===== config.mk =====
export PLATFORM = sky130hd
export DESIGN_NAME = cipc_ctrl
export DESIGN_NICKNAME = d
export VERILOG_FILES = /design/src/verilog/cipc_pkg.sv /design/src/verilog/cipc_ctrl.sv
export SDC_FILE = /design/constraint.sdc
export NUM_CORES = 1
export LEC_CHECK = 0
export BUFFER_PORTS_ARGS = -buffer_cell sky130_fd_sc_hd__buf_2
export CAP_MARGIN = 40
export CELL_PAD_IN_SITES_DETAIL_PLACEMENT = 1
export CELL_PAD_IN_SITES_GLOBAL_PLACEMENT = 1
export CORE_MARGIN = 4
export CORE_UTILIZATION = 48
export CTS_CLUSTER_DIAMETER = 30
export DETAILED_ROUTE_END_ITERATION = 8
export PLACE_DENSITY_LB_ADDON = 0.12
export SKIP_LAST_GASP = 1
export SYNTH_ARGS = -nofsm -noshare
export SYNTH_HDL_FRONTEND = slang
export SYNTH_SLANG_ARGS = --single-unit
export TNS_END_PERCENT = 5

===== constraint.sdc =====
create_clock -name clk -period 19.2 [get_ports clk]
set_clock_uncertainty 0.05 [all_clocks]
set_input_delay 0.96 -clock clk [delete_from_list [all_inputs] [get_ports clk]]
set_output_delay 0.96 -clock clk [all_outputs]
set_load 0.03 [all_outputs]

===== src/verilog/cipc_pkg.sv =====
package cipc_pkg;
    // special-function addresses on the core's internal port
    localparam logic [7:0] CIPC_ADDR_POWER     = 8'h87;
    localparam logic [7:0] CIPC_ADDR_TCTL      = 8'h88;
    localparam logic [7:0] CIPC_ADDR_IEN_SER1  = 8'h9A;
    localparam logic [7:0] CIPC_ADDR_IEN_MAIN  = 8'hA8;
    localparam logic [7:0] CIPC_ADDR_PRIO_LOW  = 8'hA9;
    localparam logic [7:0] CIPC_ADDR_IEN_EXT   = 8'hB8;
    localparam logic [7:0] CIPC_ADDR_PRIO_HIGH = 8'hB9;
    localparam logic [7:0] CIPC_ADDR_REQ_FLAGS = 8'hC0;
    localparam logic [7:0] CIPC_ADDR_EDGE_CTL  = 8'hC8;
    // implemented bits per register, reserved bits stay zero
    localparam logic [7:0] CIPC_MASK_POWER     = 8'h8F;
    localparam logic [7:0] CIPC_MASK_TCTL      = 8'hFF;
    localparam logic [7:0] CIPC_MASK_IEN_SER1  = 8'h01;
    localparam logic [7:0] CIPC_MASK_IEN_MAIN  = 8'hDF;
    localparam logic [7:0] CIPC_MASK_PRIO      = 8'h3F;
    localparam logic [7:0] CIPC_MASK_IEN_EXT   = 8'h7E;
    localparam logic [7:0] CIPC_MASK_REQ_FLAGS = 8'h3E;
    localparam logic [7:0] CIPC_MASK_EDGE_CTL  = 8'h60;
    localparam logic [7:0] CIPC_RESET_VALUE    = 8'h00;
    // field positions
    localparam int CIPC_BIT_BAUD_DOUBLE   = 7;
    localparam int CIPC_BIT_STOP          = 1;
    localparam int CIPC_BIT_IDLE          = 0;
    localparam int CIPC_BIT_GLOBAL_EN     = 7;
    localparam int CIPC_BIT_TIMER1_FLAG   = 7;
    localparam int CIPC_BIT_TIMER0_FLAG   = 5;
    localparam int CIPC_BIT_EXT1_FLAG     = 3;
    localparam int CIPC_BIT_EXT1_TYPE     = 2;
    localparam int CIPC_BIT_EXT0_FLAG     = 1;
    localparam int CIPC_BIT_EXT0_TYPE     = 0;
    localparam int CIPC_BIT_EXT2_EDGE     = 5;
    localparam int CIPC_BIT_EXT3_EDGE     = 6;
    // sources in polling order; group of a source is its index halved
    localparam int CIPC_N_SRC    = 11;
    localparam int CIPC_SRC_EXT0 = 0;
    localparam int CIPC_SRC_TMR0 = 2;
    localparam int CIPC_SRC_EXT2 = 3;
    localparam int CIPC_SRC_EXT1 = 4;
    localparam int CIPC_SRC_EXT3 = 5;
    localparam int CIPC_SRC_TMR1 = 6;
    localparam int CIPC_SRC_EXT4 = 7;
    localparam int CIPC_SRC_EXT5 = 9;
    localparam int CIPC_SRC_EXT6 = 10;
    // vectors indexed by polling position
    localparam logic [15:0] CIPC_VEC [0:CIPC_N_SRC-1] = '{
        16'h0003, 16'h0083, 16'h000B, 16'h004B, 16'h0013, 16'h0053,
        16'h001B, 16'h005B, 16'h0023, 16'h0063, 16'h006B};
    // forced call timing in machine cycles
    localparam int CIPC_DETECT_CYCLES = 1;
    localparam int CIPC_CALL_CYCLES   = 6;
    localparam int CIPC_MIN_LATENCY   = CIPC_DETECT_CYCLES + CIPC_CALL_CYCLES;
    localparam logic [2:0] CIPC_CALL_LAST = 3'(CIPC_CALL_CYCLES - 1);
    typedef enum logic [0:0] {
        CIPC_POLL = 1'b0,
        CIPC_CALL = 1'b1
    } cipc_fsm_t;
endpackage

===== src/verilog/cipc_ctrl.sv =====
`timescale 1ns/1ps
module cipc_ctrl
    import cipc_pkg::*;
(
    input  wire logic        clk,
    input  wire logic        srst,
    input  wire logic        ce,
    input  wire logic [7:0]  sfr_addr,
    input  wire logic        sfr_wr,
    input  wire logic [7:0]  sfr_wdata,
    input  wire logic        sfr_rd,
    output logic      [7:0]  sfr_rdata,
    input  wire logic        timer0_ovf,
    input  wire logic        timer1_ovf,
    input  wire logic        ext0_n,
    input  wire logic        ext1_n,
    input  wire logic        ext2_pin,
    input  wire logic        ext3_pin,
    input  wire logic        ext4_in,
    input  wire logic        ext5_in,
    input  wire logic        ext6_in,
    input  wire logic        serial0_flag,
    input  wire logic        serial1_flag,
    input  wire logic        instr_end,
    input  wire logic        core_reti,
    output logic             irq_call,
    output logic      [15:0] irq_vector,
    output logic             baud_double,
    output logic             stop_mode,
    output logic             idle_mode
);
    import cipc_pkg::*;

    typedef struct packed {
        logic [7:0]            cpu_power_control;
        logic [7:0]            timer_and_ext_irq_control;
        logic [7:0]            irq_enable_main;
        logic [7:0]            irq_enable_external;
        logic [7:0]            irq_enable_serial1;
        logic [7:0]            ip0;
        logic [7:0]            ip1;
        logic [7:0]            t2con;
        logic [7:0]            irq_request_flags;
        logic [6:0]            ext_prev;
        logic [CIPC_N_SRC-1:0] pend;
        cipc_fsm_t             fsm;
        logic                  req;
        logic [3:0]            req_idx;
        logic [1:0]            req_lvl;
        logic [3:0]            insvc;
        logic [2:0]            call_cnt;
        logic                  call_active;
        logic [15:0]           vec;
        logic [7:0]            rdata;
    } cipc_state_t;

    cipc_state_t           s_reg;
    cipc_state_t           s_next;
    logic [6:0]            ext_in;
    logic [6:0]            ext_rise;
    logic [6:0]            ext_fall;
    logic [CIPC_N_SRC-1:0] src_flag;
    logic [CIPC_N_SRC-1:0] src_en;
    logic [CIPC_N_SRC-1:0] pend_calc;
    logic [1:0]            src_lvl [CIPC_N_SRC];
    logic [1:0]            cur_lvl;
    logic                  found;
    logic [3:0]            best_idx;
    logic [1:0]            best_lvl;
    logic                  best_ok;
    logic                  call_start;

    // edge detection against the previous machine cycle
    assign ext_in   = {ext6_in, ext5_in, ext4_in, ext3_pin, ext2_pin, ext1_n, ext0_n};
    assign ext_rise = ext_in & ~s_reg.ext_prev;
    assign ext_fall = ~ext_in & s_reg.ext_prev;

    // flags and enables gathered in polling order
    assign src_flag = {s_reg.irq_request_flags[5], s_reg.irq_request_flags[4], serial0_flag, s_reg.irq_request_flags[3],
                       s_reg.timer_and_ext_irq_control[7], s_reg.irq_request_flags[2], s_reg.timer_and_ext_irq_control[3], s_reg.irq_request_flags[1],
                       s_reg.timer_and_ext_irq_control[5], serial1_flag, s_reg.timer_and_ext_irq_control[1]};
    assign src_en   = {s_reg.irq_enable_external[5], s_reg.irq_enable_external[4], s_reg.irq_enable_main[4], s_reg.irq_enable_external[3],
                       s_reg.irq_enable_main[3], s_reg.irq_enable_external[2], s_reg.irq_enable_main[2], s_reg.irq_enable_external[1],
                       s_reg.irq_enable_main[1], s_reg.irq_enable_serial1[0], s_reg.irq_enable_main[0]};
    assign pend_calc = src_flag & src_en
                       & {CIPC_N_SRC{s_reg.irq_enable_main[CIPC_BIT_GLOBAL_EN]}};

    // level of each source from its group bit in both priority registers
    for (genvar i = 0; i < CIPC_N_SRC; i++) begin : g_lvl
        assign src_lvl[i] = {s_reg.ip1[i / 2], s_reg.ip0[i / 2]};
    end

    // highest level now in service; idle when no bit set
    assign cur_lvl = s_reg.insvc[3] ? 2'd3 : s_reg.insvc[2] ? 2'd2 :
                     s_reg.insvc[1] ? 2'd1 : 2'd0;

    // poll the samples: lowest index wins inside one level
    always_comb begin
        found    = 1'b0;
        best_idx = 4'h0;
        best_lvl = 2'd0;
        for (int i = CIPC_N_SRC - 1; i >= 0; i--) begin
            if (s_reg.pend[i] && (!found || src_lvl[i] >= best_lvl)) begin
                found    = 1'b1;
                best_idx = 4'(i);
                best_lvl = src_lvl[i];
            end
        end
        best_ok = found && (s_reg.insvc == 4'h0 || best_lvl > cur_lvl);
    end

    // a registered request is taken only at an instruction boundary
    assign call_start = (s_reg.fsm == CIPC_POLL) && s_reg.req && instr_end
                        && (s_reg.insvc == 4'h0 || s_reg.req_lvl > cur_lvl);

    always_comb begin
        s_next = s_reg;
        // register writes; reserved bits never stored
        if (sfr_wr) begin
            if (sfr_addr == CIPC_ADDR_POWER) begin
                s_next.cpu_power_control = sfr_wdata & CIPC_MASK_POWER;
            end else if (sfr_addr == CIPC_ADDR_TCTL) begin
                s_next.timer_and_ext_irq_control = sfr_wdata & CIPC_MASK_TCTL;
            end else if (sfr_addr == CIPC_ADDR_IEN_SER1) begin
                s_next.irq_enable_serial1 = sfr_wdata & CIPC_MASK_IEN_SER1;
            end else if (sfr_addr == CIPC_ADDR_IEN_MAIN) begin
                s_next.irq_enable_main = sfr_wdata & CIPC_MASK_IEN_MAIN;
            end else if (sfr_addr == CIPC_ADDR_PRIO_LOW) begin
                s_next.ip0 = sfr_wdata & CIPC_MASK_PRIO;
            end else if (sfr_addr == CIPC_ADDR_IEN_EXT) begin
                s_next.irq_enable_external = sfr_wdata & CIPC_MASK_IEN_EXT;
            end else if (sfr_addr == CIPC_ADDR_PRIO_HIGH) begin
                s_next.ip1 = sfr_wdata & CIPC_MASK_PRIO;
            end else if (sfr_addr == CIPC_ADDR_REQ_FLAGS) begin
                s_next.irq_request_flags = sfr_wdata & CIPC_MASK_REQ_FLAGS;
            end else if (sfr_addr == CIPC_ADDR_EDGE_CTL) begin
                s_next.t2con = sfr_wdata & CIPC_MASK_EDGE_CTL;
            end
        end
        // registered read; unmapped addresses and reserved bits give zero
        if (sfr_rd) begin
            if (sfr_addr == CIPC_ADDR_POWER) begin
                s_next.rdata = s_reg.cpu_power_control;
            end else if (sfr_addr == CIPC_ADDR_TCTL) begin
                s_next.rdata = s_reg.timer_and_ext_irq_control;
            end else if (sfr_addr == CIPC_ADDR_IEN_SER1) begin
                s_next.rdata = s_reg.irq_enable_serial1;
            end else if (sfr_addr == CIPC_ADDR_IEN_MAIN) begin
                s_next.rdata = s_reg.irq_enable_main;
            end else if (sfr_addr == CIPC_ADDR_PRIO_LOW) begin
                s_next.rdata = s_reg.ip0;
            end else if (sfr_addr == CIPC_ADDR_IEN_EXT) begin
                s_next.rdata = s_reg.irq_enable_external;
            end else if (sfr_addr == CIPC_ADDR_PRIO_HIGH) begin
                s_next.rdata = s_reg.ip1;
            end else if (sfr_addr == CIPC_ADDR_REQ_FLAGS) begin
                s_next.rdata = s_reg.irq_request_flags;
            end else if (sfr_addr == CIPC_ADDR_EDGE_CTL) begin
                s_next.rdata = s_reg.t2con;
            end else begin
                s_next.rdata = CIPC_RESET_VALUE;
            end
        end
        // return from service drops the highest active level
        if (core_reti) begin
            s_next.insvc[cur_lvl] = 1'b0;
        end
        // once per machine cycle: sample enabled flags for the next poll
        s_next.pend     = pend_calc;
        s_next.ext_prev = ext_in;
        case (s_reg.fsm)
            CIPC_POLL: begin
                s_next.req     = best_ok;
                s_next.req_idx = best_idx;
                s_next.req_lvl = best_lvl;
                if (call_start) begin
                    s_next.fsm         = CIPC_CALL;
                    s_next.call_cnt    = CIPC_CALL_LAST;
                    s_next.call_active = 1'b1;
                    s_next.vec         = CIPC_VEC[s_reg.req_idx];
                    s_next.req         = 1'b0;
                    s_next.insvc[s_reg.req_lvl] = 1'b1;
                    // any taken interrupt ends idle; ext0 also wakes from stop
                    s_next.cpu_power_control[CIPC_BIT_IDLE] = 1'b0;
                    if (s_reg.req_idx == 4'(CIPC_SRC_EXT0)) begin
                        s_next.cpu_power_control[CIPC_BIT_STOP] = 1'b0;
                    end
                    // auto-clear the flag of the taken timer or external source
                    case (s_reg.req_idx)
                        4'(CIPC_SRC_EXT0): s_next.timer_and_ext_irq_control[CIPC_BIT_EXT0_FLAG] = 1'b0;
                        4'(CIPC_SRC_TMR0): s_next.timer_and_ext_irq_control[CIPC_BIT_TIMER0_FLAG] = 1'b0;
                        4'(CIPC_SRC_EXT1): s_next.timer_and_ext_irq_control[CIPC_BIT_EXT1_FLAG] = 1'b0;
                        4'(CIPC_SRC_TMR1): s_next.timer_and_ext_irq_control[CIPC_BIT_TIMER1_FLAG] = 1'b0;
                        4'(CIPC_SRC_EXT2): s_next.irq_request_flags[1] = 1'b0;
                        4'(CIPC_SRC_EXT3): s_next.irq_request_flags[2] = 1'b0;
                        4'(CIPC_SRC_EXT4): s_next.irq_request_flags[3] = 1'b0;
                        4'(CIPC_SRC_EXT5): s_next.irq_request_flags[4] = 1'b0;
                        4'(CIPC_SRC_EXT6): s_next.irq_request_flags[5] = 1'b0;
                        default: ;
                    endcase
                end
            end
            CIPC_CALL: begin
                // the forced call occupies the core for its six cycles
                s_next.req = 1'b0;
                if (s_reg.call_cnt == 3'h0) begin
                    s_next.fsm         = CIPC_POLL;
                    s_next.call_active = 1'b0;
                end else begin
                    s_next.call_cnt = s_reg.call_cnt - 3'h1;
                end
            end
            default: begin
                s_next.fsm = CIPC_POLL;
            end
        endcase
        // hardware sets come last so an event beats a same-cycle clear
        if (timer0_ovf) begin
            s_next.timer_and_ext_irq_control[CIPC_BIT_TIMER0_FLAG] = 1'b1;
        end
        if (timer1_ovf) begin
            s_next.timer_and_ext_irq_control[CIPC_BIT_TIMER1_FLAG] = 1'b1;
        end
        // low level keeps re-setting the flag while the pin stays low
        if (s_reg.timer_and_ext_irq_control[CIPC_BIT_EXT0_TYPE] ? ext_fall[0] : !ext0_n) begin
            s_next.timer_and_ext_irq_control[CIPC_BIT_EXT0_FLAG] = 1'b1;
        end
        if (s_reg.timer_and_ext_irq_control[CIPC_BIT_EXT1_TYPE] ? ext_fall[1] : !ext1_n) begin
            s_next.timer_and_ext_irq_control[CIPC_BIT_EXT1_FLAG] = 1'b1;
        end
        if (s_reg.t2con[CIPC_BIT_EXT2_EDGE] ? ext_rise[2] : ext_fall[2]) begin
            s_next.irq_request_flags[1] = 1'b1;
        end
        if (s_reg.t2con[CIPC_BIT_EXT3_EDGE] ? ext_rise[3] : ext_fall[3]) begin
            s_next.irq_request_flags[2] = 1'b1;
        end
        // peripheral groups present rising edges
        s_next.irq_request_flags[5:3] = s_next.irq_request_flags[5:3] | ext_rise[6:4];
    end

    // one register stage; ce low freezes everything, but srst still clears it
    always_ff @(posedge clk) begin
        if (srst) begin
            s_reg <= '0;
        end else if (ce) begin
            s_reg <= s_next;
        end
    end

    assign sfr_rdata   = s_reg.rdata;
    assign irq_call    = s_reg.call_active;
    assign irq_vector  = s_reg.vec;
    assign baud_double = s_reg.cpu_power_control[CIPC_BIT_BAUD_DOUBLE];
    assign stop_mode   = s_reg.cpu_power_control[CIPC_BIT_STOP];
    assign idle_mode   = s_reg.cpu_power_control[CIPC_BIT_IDLE];
endmodule // cipc_ctrl


# After elaboration in Yosys (flattened, before gate mapping)
# Memories as Yosys holds them, arrays and structs flattened.
# Cells that the tools add are included.
[totals] regBits=104 latch_bits=0 ramBits=0 mem_bits_ro=256 input_bits=34 out_inout_bits=28 word_cells=248 memories=1
[classes] addsub=1 n_mul=0 div_mod_pow=0 magnitude_cmp=17 eq_ne=20 shifts=0 mux=111 bitwise_logic=20 reduce_logical=56
[memory_table] memory="(name not given)" depth=16 word_bits=16 rd=1 rd_ports_with_merged_regs=0 wr=0 line="cipc_ctrl.sv:180" rtl="s_next.vec = CIPC_VEC[s_reg.req_idx];"
[ops] cell="8-bit == test, second input constant" n=9
[ops] cell="7-bit 2-to-1 mux" n=10
[ops] cell="66-bit 2-to-1 mux" n=1
[ops] cell="64-bit 2-to-1 mux" n=1
[ops] cell="30-bit 2-to-1 mux" n=2
[ops] cell="56-bit 2-to-1 mux" n=1
[ops] cell="4-bit 2-to-1 mux" n=13
[ops] cell="16-bit 2-to-1 mux" n=3
[ops] cell="8-bit 2-to-1 mux" n=6
[ops] cell="22-bit 2-to-1 mux" n=2
[ops] cell="1-bit 2-to-1 mux" n=43
[ops] cell="2-bit 2-to-1 mux" n=15
[ops] cell="24-bit 2-to-1 mux" n=1
[ops] cell="11-bit bitwise AND" n=2
[ops] cell="2-bit >= comparator" n=10
[ops] cell="6-bit 2-to-1 mux" n=3
[ops] cell="4-bit by 3-bit == test with 1-bit output, second input constant" n=4
[ops] cell="1-bit logical AND" n=16
[ops] cell="15-bit 2-to-1 mux" n=1
[ops] cell="1-bit logical NOT" n=12
[ops] cell="1-bit logical OR" n=12
[ops] cell="3-bit AND reduction" n=4
[ops] cell="11-bit AND reduction" n=1
[ops] cell="5-bit 2-to-1 mux" n=2
[ops] cell="other kinds (30)" n=51

# Longest topological paths before layout
[logic_depth] depth_word=46 depth_mapped=66 mapped_depth_nobuf=66

# Worst setup path before layout
# OpenSTA, ideal clock, no wires.
[synth_path] kind="reg-to-reg" startpoint="register s_reg[50] (netlist name)" endpoint="register s_reg[38] (netlist name)" setup_time_ns=0.065 arrival_ns=12.144 t_required_ns=19.085 slack_ns=6.941 path_stages_with_launch=66 n_path_buf=0 synth_period_minus_slack_ns=12.259 cell_sequence="dfxtp_1 -> and2_1 -> ha_1 -> nor2b_1 -> o22ai_2 -> a21o_1 -> ha_1 -> nand2b_1 -> a211o_1 -> a211oi_2 -> nor2_1 -> ha_1 -> nand2b_1 -> o221ai_4 -> nand2_1 -> nor2_1 -> a21oi_1 -> ha_1 -> (+30 left out) -> ha_1 -> nand2b_1 -> o31ai_1 -> or2_2 -> nor2_1 -> a21oi_1 -> ha_1 -> nand2b_1 -> a21oi_1 -> a21boi_0 -> o21bai_1 -> mux2i_1 -> ha_1 -> nand2_1 -> o21ai_0 -> a2111oi_0 -> a21oi_1 -> nor2_1"
[synth_via] elab_chain_len=46 elab_cells_between_ends=67 classes_between="11 x order compare; 24 x mux; 32 x reduce/logical"
[synth_lines] element="start: declaration" line="cipc_ctrl.sv:57" rtl="cipc_state_t s_reg;"
[synth_lines] element="start signal: assignment" line="cipc_ctrl.sv:246" rtl="s_reg <= s_next;"
[synth_lines] element="2-bit 2-to-1 mux / 1-bit 2-to-1 mux (equally long branches)" line="cipc_ctrl.sv:103" rtl="if (s_reg.pend[i] && (!found || src_lvl[i] >= best_lvl)) begin"
[synth_lines] element="2-bit >= comparator / 1-bit logical NOT (equally long branches)" line="cipc_ctrl.sv:103"
[synth_lines] element="1-bit logical OR" line="cipc_ctrl.sv:103"
[synth_lines] element="1-bit logical AND" line="cipc_ctrl.sv:103"
[synth_lines] element="2-bit 2-to-1 mux / 1-bit 2-to-1 mux (equally long branches)" line="cipc_ctrl.sv:103"
[synth_lines] element="2-bit >= comparator / 1-bit logical NOT (equally long branches)" line="cipc_ctrl.sv:103"
[synth_lines] element="1-bit logical OR" line="cipc_ctrl.sv:103"
[synth_lines] element="1-bit logical AND" line="cipc_ctrl.sv:103"
[synth_lines] element="(+30 left out)"
[synth_lines] element="1-bit logical OR" line="cipc_ctrl.sv:103"
[synth_lines] element="1-bit logical AND" line="cipc_ctrl.sv:103"
[synth_lines] element="2-bit 2-to-1 mux" line="cipc_ctrl.sv:103"
[synth_lines] element="2-bit > comparator" line="cipc_ctrl.sv:109" rtl="best_ok = found && (s_reg.insvc == 4'h0 || best_lvl > cur_lvl);"
[synth_lines] element="1-bit logical OR" line="cipc_ctrl.sv:109"
[synth_lines] element="1-bit logical AND *" line="cipc_ctrl.sv:109"
[synth_lines] element="2-bit 2-to-1 mux *" line="cipc_ctrl.sv:176" rtl="if (call_start) begin"
[synth_lines] element="2-bit case mux with 2 select lines *" line="cipc_ctrl.sv:171" rtl="case (s_reg.fsm)"
# Every way passes the cells marked *; elsewhere a longest branch is shown, timed or not.
# A chain may end at the register's enable or synchronous reset.

# Worst setup path in the final report
# Same ends and word-level chain as after synthesis.

==> flow_summary.json <==
{
  "status": "complete, no violations",
  "drtIter0Drc": 559,
  "clockBufferDepth": 2,
  "ys_async_sr_fraction_pct": 0,
  "relSlewSlack_pct": 45.1,
  "yosysUniqueCellTypes": 78,
  "period_minus_slack_ns": 14.01,
  "setup_viol": 0,
  "ir_worst_vdd_mv": 0.0356,
  "place.gp.congestion": 0.885,
  "grt_usage_pct": 26.4,
  "h-tree-depth": 3,
  "area_delta_synth_final_pct": 9.17,
  "largest_reg_flops": 76,
  "die_w_um": 116,
  "synth-edff-count": 0,
  "layout_commonest_cell": "nor2_1",
  "cpPeakStageDelay_ns": 0.45,
  "cp_common_cell": "ha_1",
  "coreArea_um2": 11400,
  "worst_slew_pin_slew_ns": 0.821,
  "clk_latency_ns": 0.34,
  "fin_nets": 756,
  "remaining_drc_errors": 0,
  "grt_pass1_vias": 5315,
  "hold_viol": 0,
  "cts_hold_buffers": 0,
  "port_buffers": 52,
  "cts_root_buf": "clkbuf_16",
  "wire_per_inst_um": 20.3,
  "power_density_nw_per_um2": 68.9,
  "slowest_stage": "dfxtp_1",
  "yosysSeqAreaShare_pct": 33.8,
  "initial_core_util_pct": 48.9,
  "final-seq-area_um2": 1880,
  "cts_tree": "yes",
  "num-fill-cells": 1412,
  "rsz0062_at_grt": "no",
  "final_cell_mix": "110 x nor2_1, 94 x dfxtp_1, 58 x nand2_1",
  "syn-cell-area_um2": 5560,
  "vias": 5201,
  "detail_route.first_pass.iterations": 5,
  "fp-row-count": 39,
  "hold_slack_ns": 0.403,
  "ctsResizeCount": 0,
  "critPathMaxFanout": 8,
  "multiInputGateArea_um2": 3300,
  "cts.sink_count": 94,
  "ys_ff_latch": 94,
  "layout-drive-gt1-share_pct": 14.1,
  "grt.overflow.total": 0,
  "synthFlopType": "dfxtp_1",
  "via_per_inst": 6.14,
  "routed_wl_um": 17200,
  "p_leak_nw": 2.45,
  "end_kind": "flip-flop",
  "timing.fmax_mhz": 71.4,
  "cts_made_buffers": 9,
  "required_ns": 19.43,
  "antenna_found_initial": 0,
  "critical_path.top_delay_family": "compound AO/OA/AOI/OAI gates",
  "syn-instance-count": 676,
  "hp-class": "reg2reg",
  "dieArea_um2": 13400,
  "worst-path-buf-inv": 2,
  "die_h_um": 116,
  "boundaryPins": 62,
  "clkTransAtPathRegs_ns": 0.07,
  "final_max_slew_viol_count": 0,
  "drtAntennaViolNets": 0,
  "synth_warnings": 0,
  "tns_ns": 0,
  "grt_pass1_wl_um": 27800,
  "worstSetupStartpointType": "flip-flop",
  "num_antenna_cells": 0,
  "avgSynthCellArea_um2": 8.23,
  "crit_arrival_ns": 14.25,
  "min_period_over_period_pct": 73.0,
  "grt_max_degree": 81,
  "setup.worst_path.class": "reg2reg",
  "max_cap_viol_count": 0,
  "cts_setup_buffers": 0,
  "hpwl_um": 12800
}
-- cell families (layout without fill, tap and decap cells) --
group | after synthesis | in the layout | share of synthesized area (%)
AO/OA/AOI/OAI | 165 | 165 | 21.5
multiplexers | 54 | 54 | 9.80
adder cells (fa/ha/maj) | 22 | 22 | 4.95
buffers and inverters | 76 | 96 | 7.47
AND/OR/NAND/NOR | 264 | 264 | 22.4
flip-flops | 94 | 94 | 33.8
other | 1 | 9 | 0.0674
-- worst paths after layout --
| path | from | endpoint | slack, ns | cells past startpoint |
|---|---|---|---|---|
| hold / removal | irq_vector[7]$_SDFFE_PP0P_ | irq_vector[7]$_SDFFE_PP0P_ | 0.40 | 2 |
| hold reg to reg | irq_vector[7]$_SDFFE_PP0P_ | irq_vector[7]$_SDFFE_PP0P_ | 0.40 | 2 |
| setup reg to reg | s_reg[50]$_SDFFE_PP0P_ | s_reg[38]$_SDFFE_PP0P_ | 5.19 | 64 |
| setup / recovery | s_reg[50]$_SDFFE_PP0P_ | s_reg[38]$_SDFFE_PP0P_ | 5.19 | 64 |
-- layout make-up --
| class | count | area share (%) |
|---|---|---|
| Multi-Input combinational cell | 514 | 54.3 |
| Inverter | 23 | 1.42 |
| Clock inverter | 4 | 0.906 |
| Clock buffer | 11 | 4.16 |
| Tap cell | 143 | 2.95 |
| Sequential cell | 94 | 31.0 |
| Timing Repair Buffer | 58 | 5.31 |
-- report_power, final --
group          switching (mW)  internal [mW]
clock                  0.0774          0.108
sequential            0.00381          0.198
combinational          0.0213        0.00975
-- per-stage QoR --
| step | instances | util, % | power, mW | setup slack, ns | area (µm²) |
|---|---|---|---|---|---|
| final | 847 | 53.4 | 0.419 | 5.19 | 6070 |
| after global routing | 847 | 53.4 | 0.435 | 4.15 | 6070 |
| after CTS | 847 | 53.4 | 0.421 | 5.22 | 6070 |
| after detailed placement | 832 | 50.7 | 0.237 | 5.37 | 5770 |
| after global placement | 829 | 50.4 | 0.235 | 6.22 | 5730 |
| after floorplan | 684 | - | 0.226 | 6.94 | 5590 |
-- worst reg2reg max path, delay by kind of cell (launching register included) --
| family | cells | cell delay [ns] |
|---|---|---|
| AO/OA/AOI/OAI | 25 | 5.98 |
| AND/OR/NAND/NOR | 23 | 3.47 |
| adder cells (fa/ha/maj) | 11 | 2.95 |
| flip-flops | 1 | 0.45 |
| multiplexers | 3 | 0.87 |
| buffers and inverters | 2 | 0.18 |
-- cells in the mapped netlist (4+ instances only) --
master | number | share of area [%]
nor2_1 | 110 | 7.4
a21oi_1 | 37 | 3.3
a221o_1 | 4 | 0.72
nand2_1 | 58 | 3.9
a211oi_1 | 8 | 1.1
nand4_1 | 7 | 0.79
o221ai_1 | 4 | 0.63
a32oi_1 | 6 | 0.94
nand3_1 | 13 | 1.2
a21o_1 | 6 | 0.81
and2_1 | 7 | 0.79
ha_1 | 22 | 4.9
dfxtp_1 | 94 | 34
nor2b_1 | 11 | 1.2
o22ai_1 | 6 | 0.67
nand2b_1 | 9 | 1.0
mux2i_1 | 52 | 9.4
buf_4 | 24 | 3.2
a222oi_1 | 5 | 0.90
inv_1 | 23 | 1.6
and3_1 | 7 | 0.79
a22oi_1 | 8 | 1.1
a31oi_1 | 10 | 1.1
clkbuf_1 | 22 | 1.5
nor3_1 | 13 | 1.2
o21ai_0 | 31 | 2.8
-- routing by layer --
layer / GRT usage, % / wire length [µm]
met1: 35.0 / 7910
met5: 0 / 0
met3: 2.51 / 649
met4: 9.36 / 379
met2: 45.0 / 8300
(Power assumes the default switching activity.)
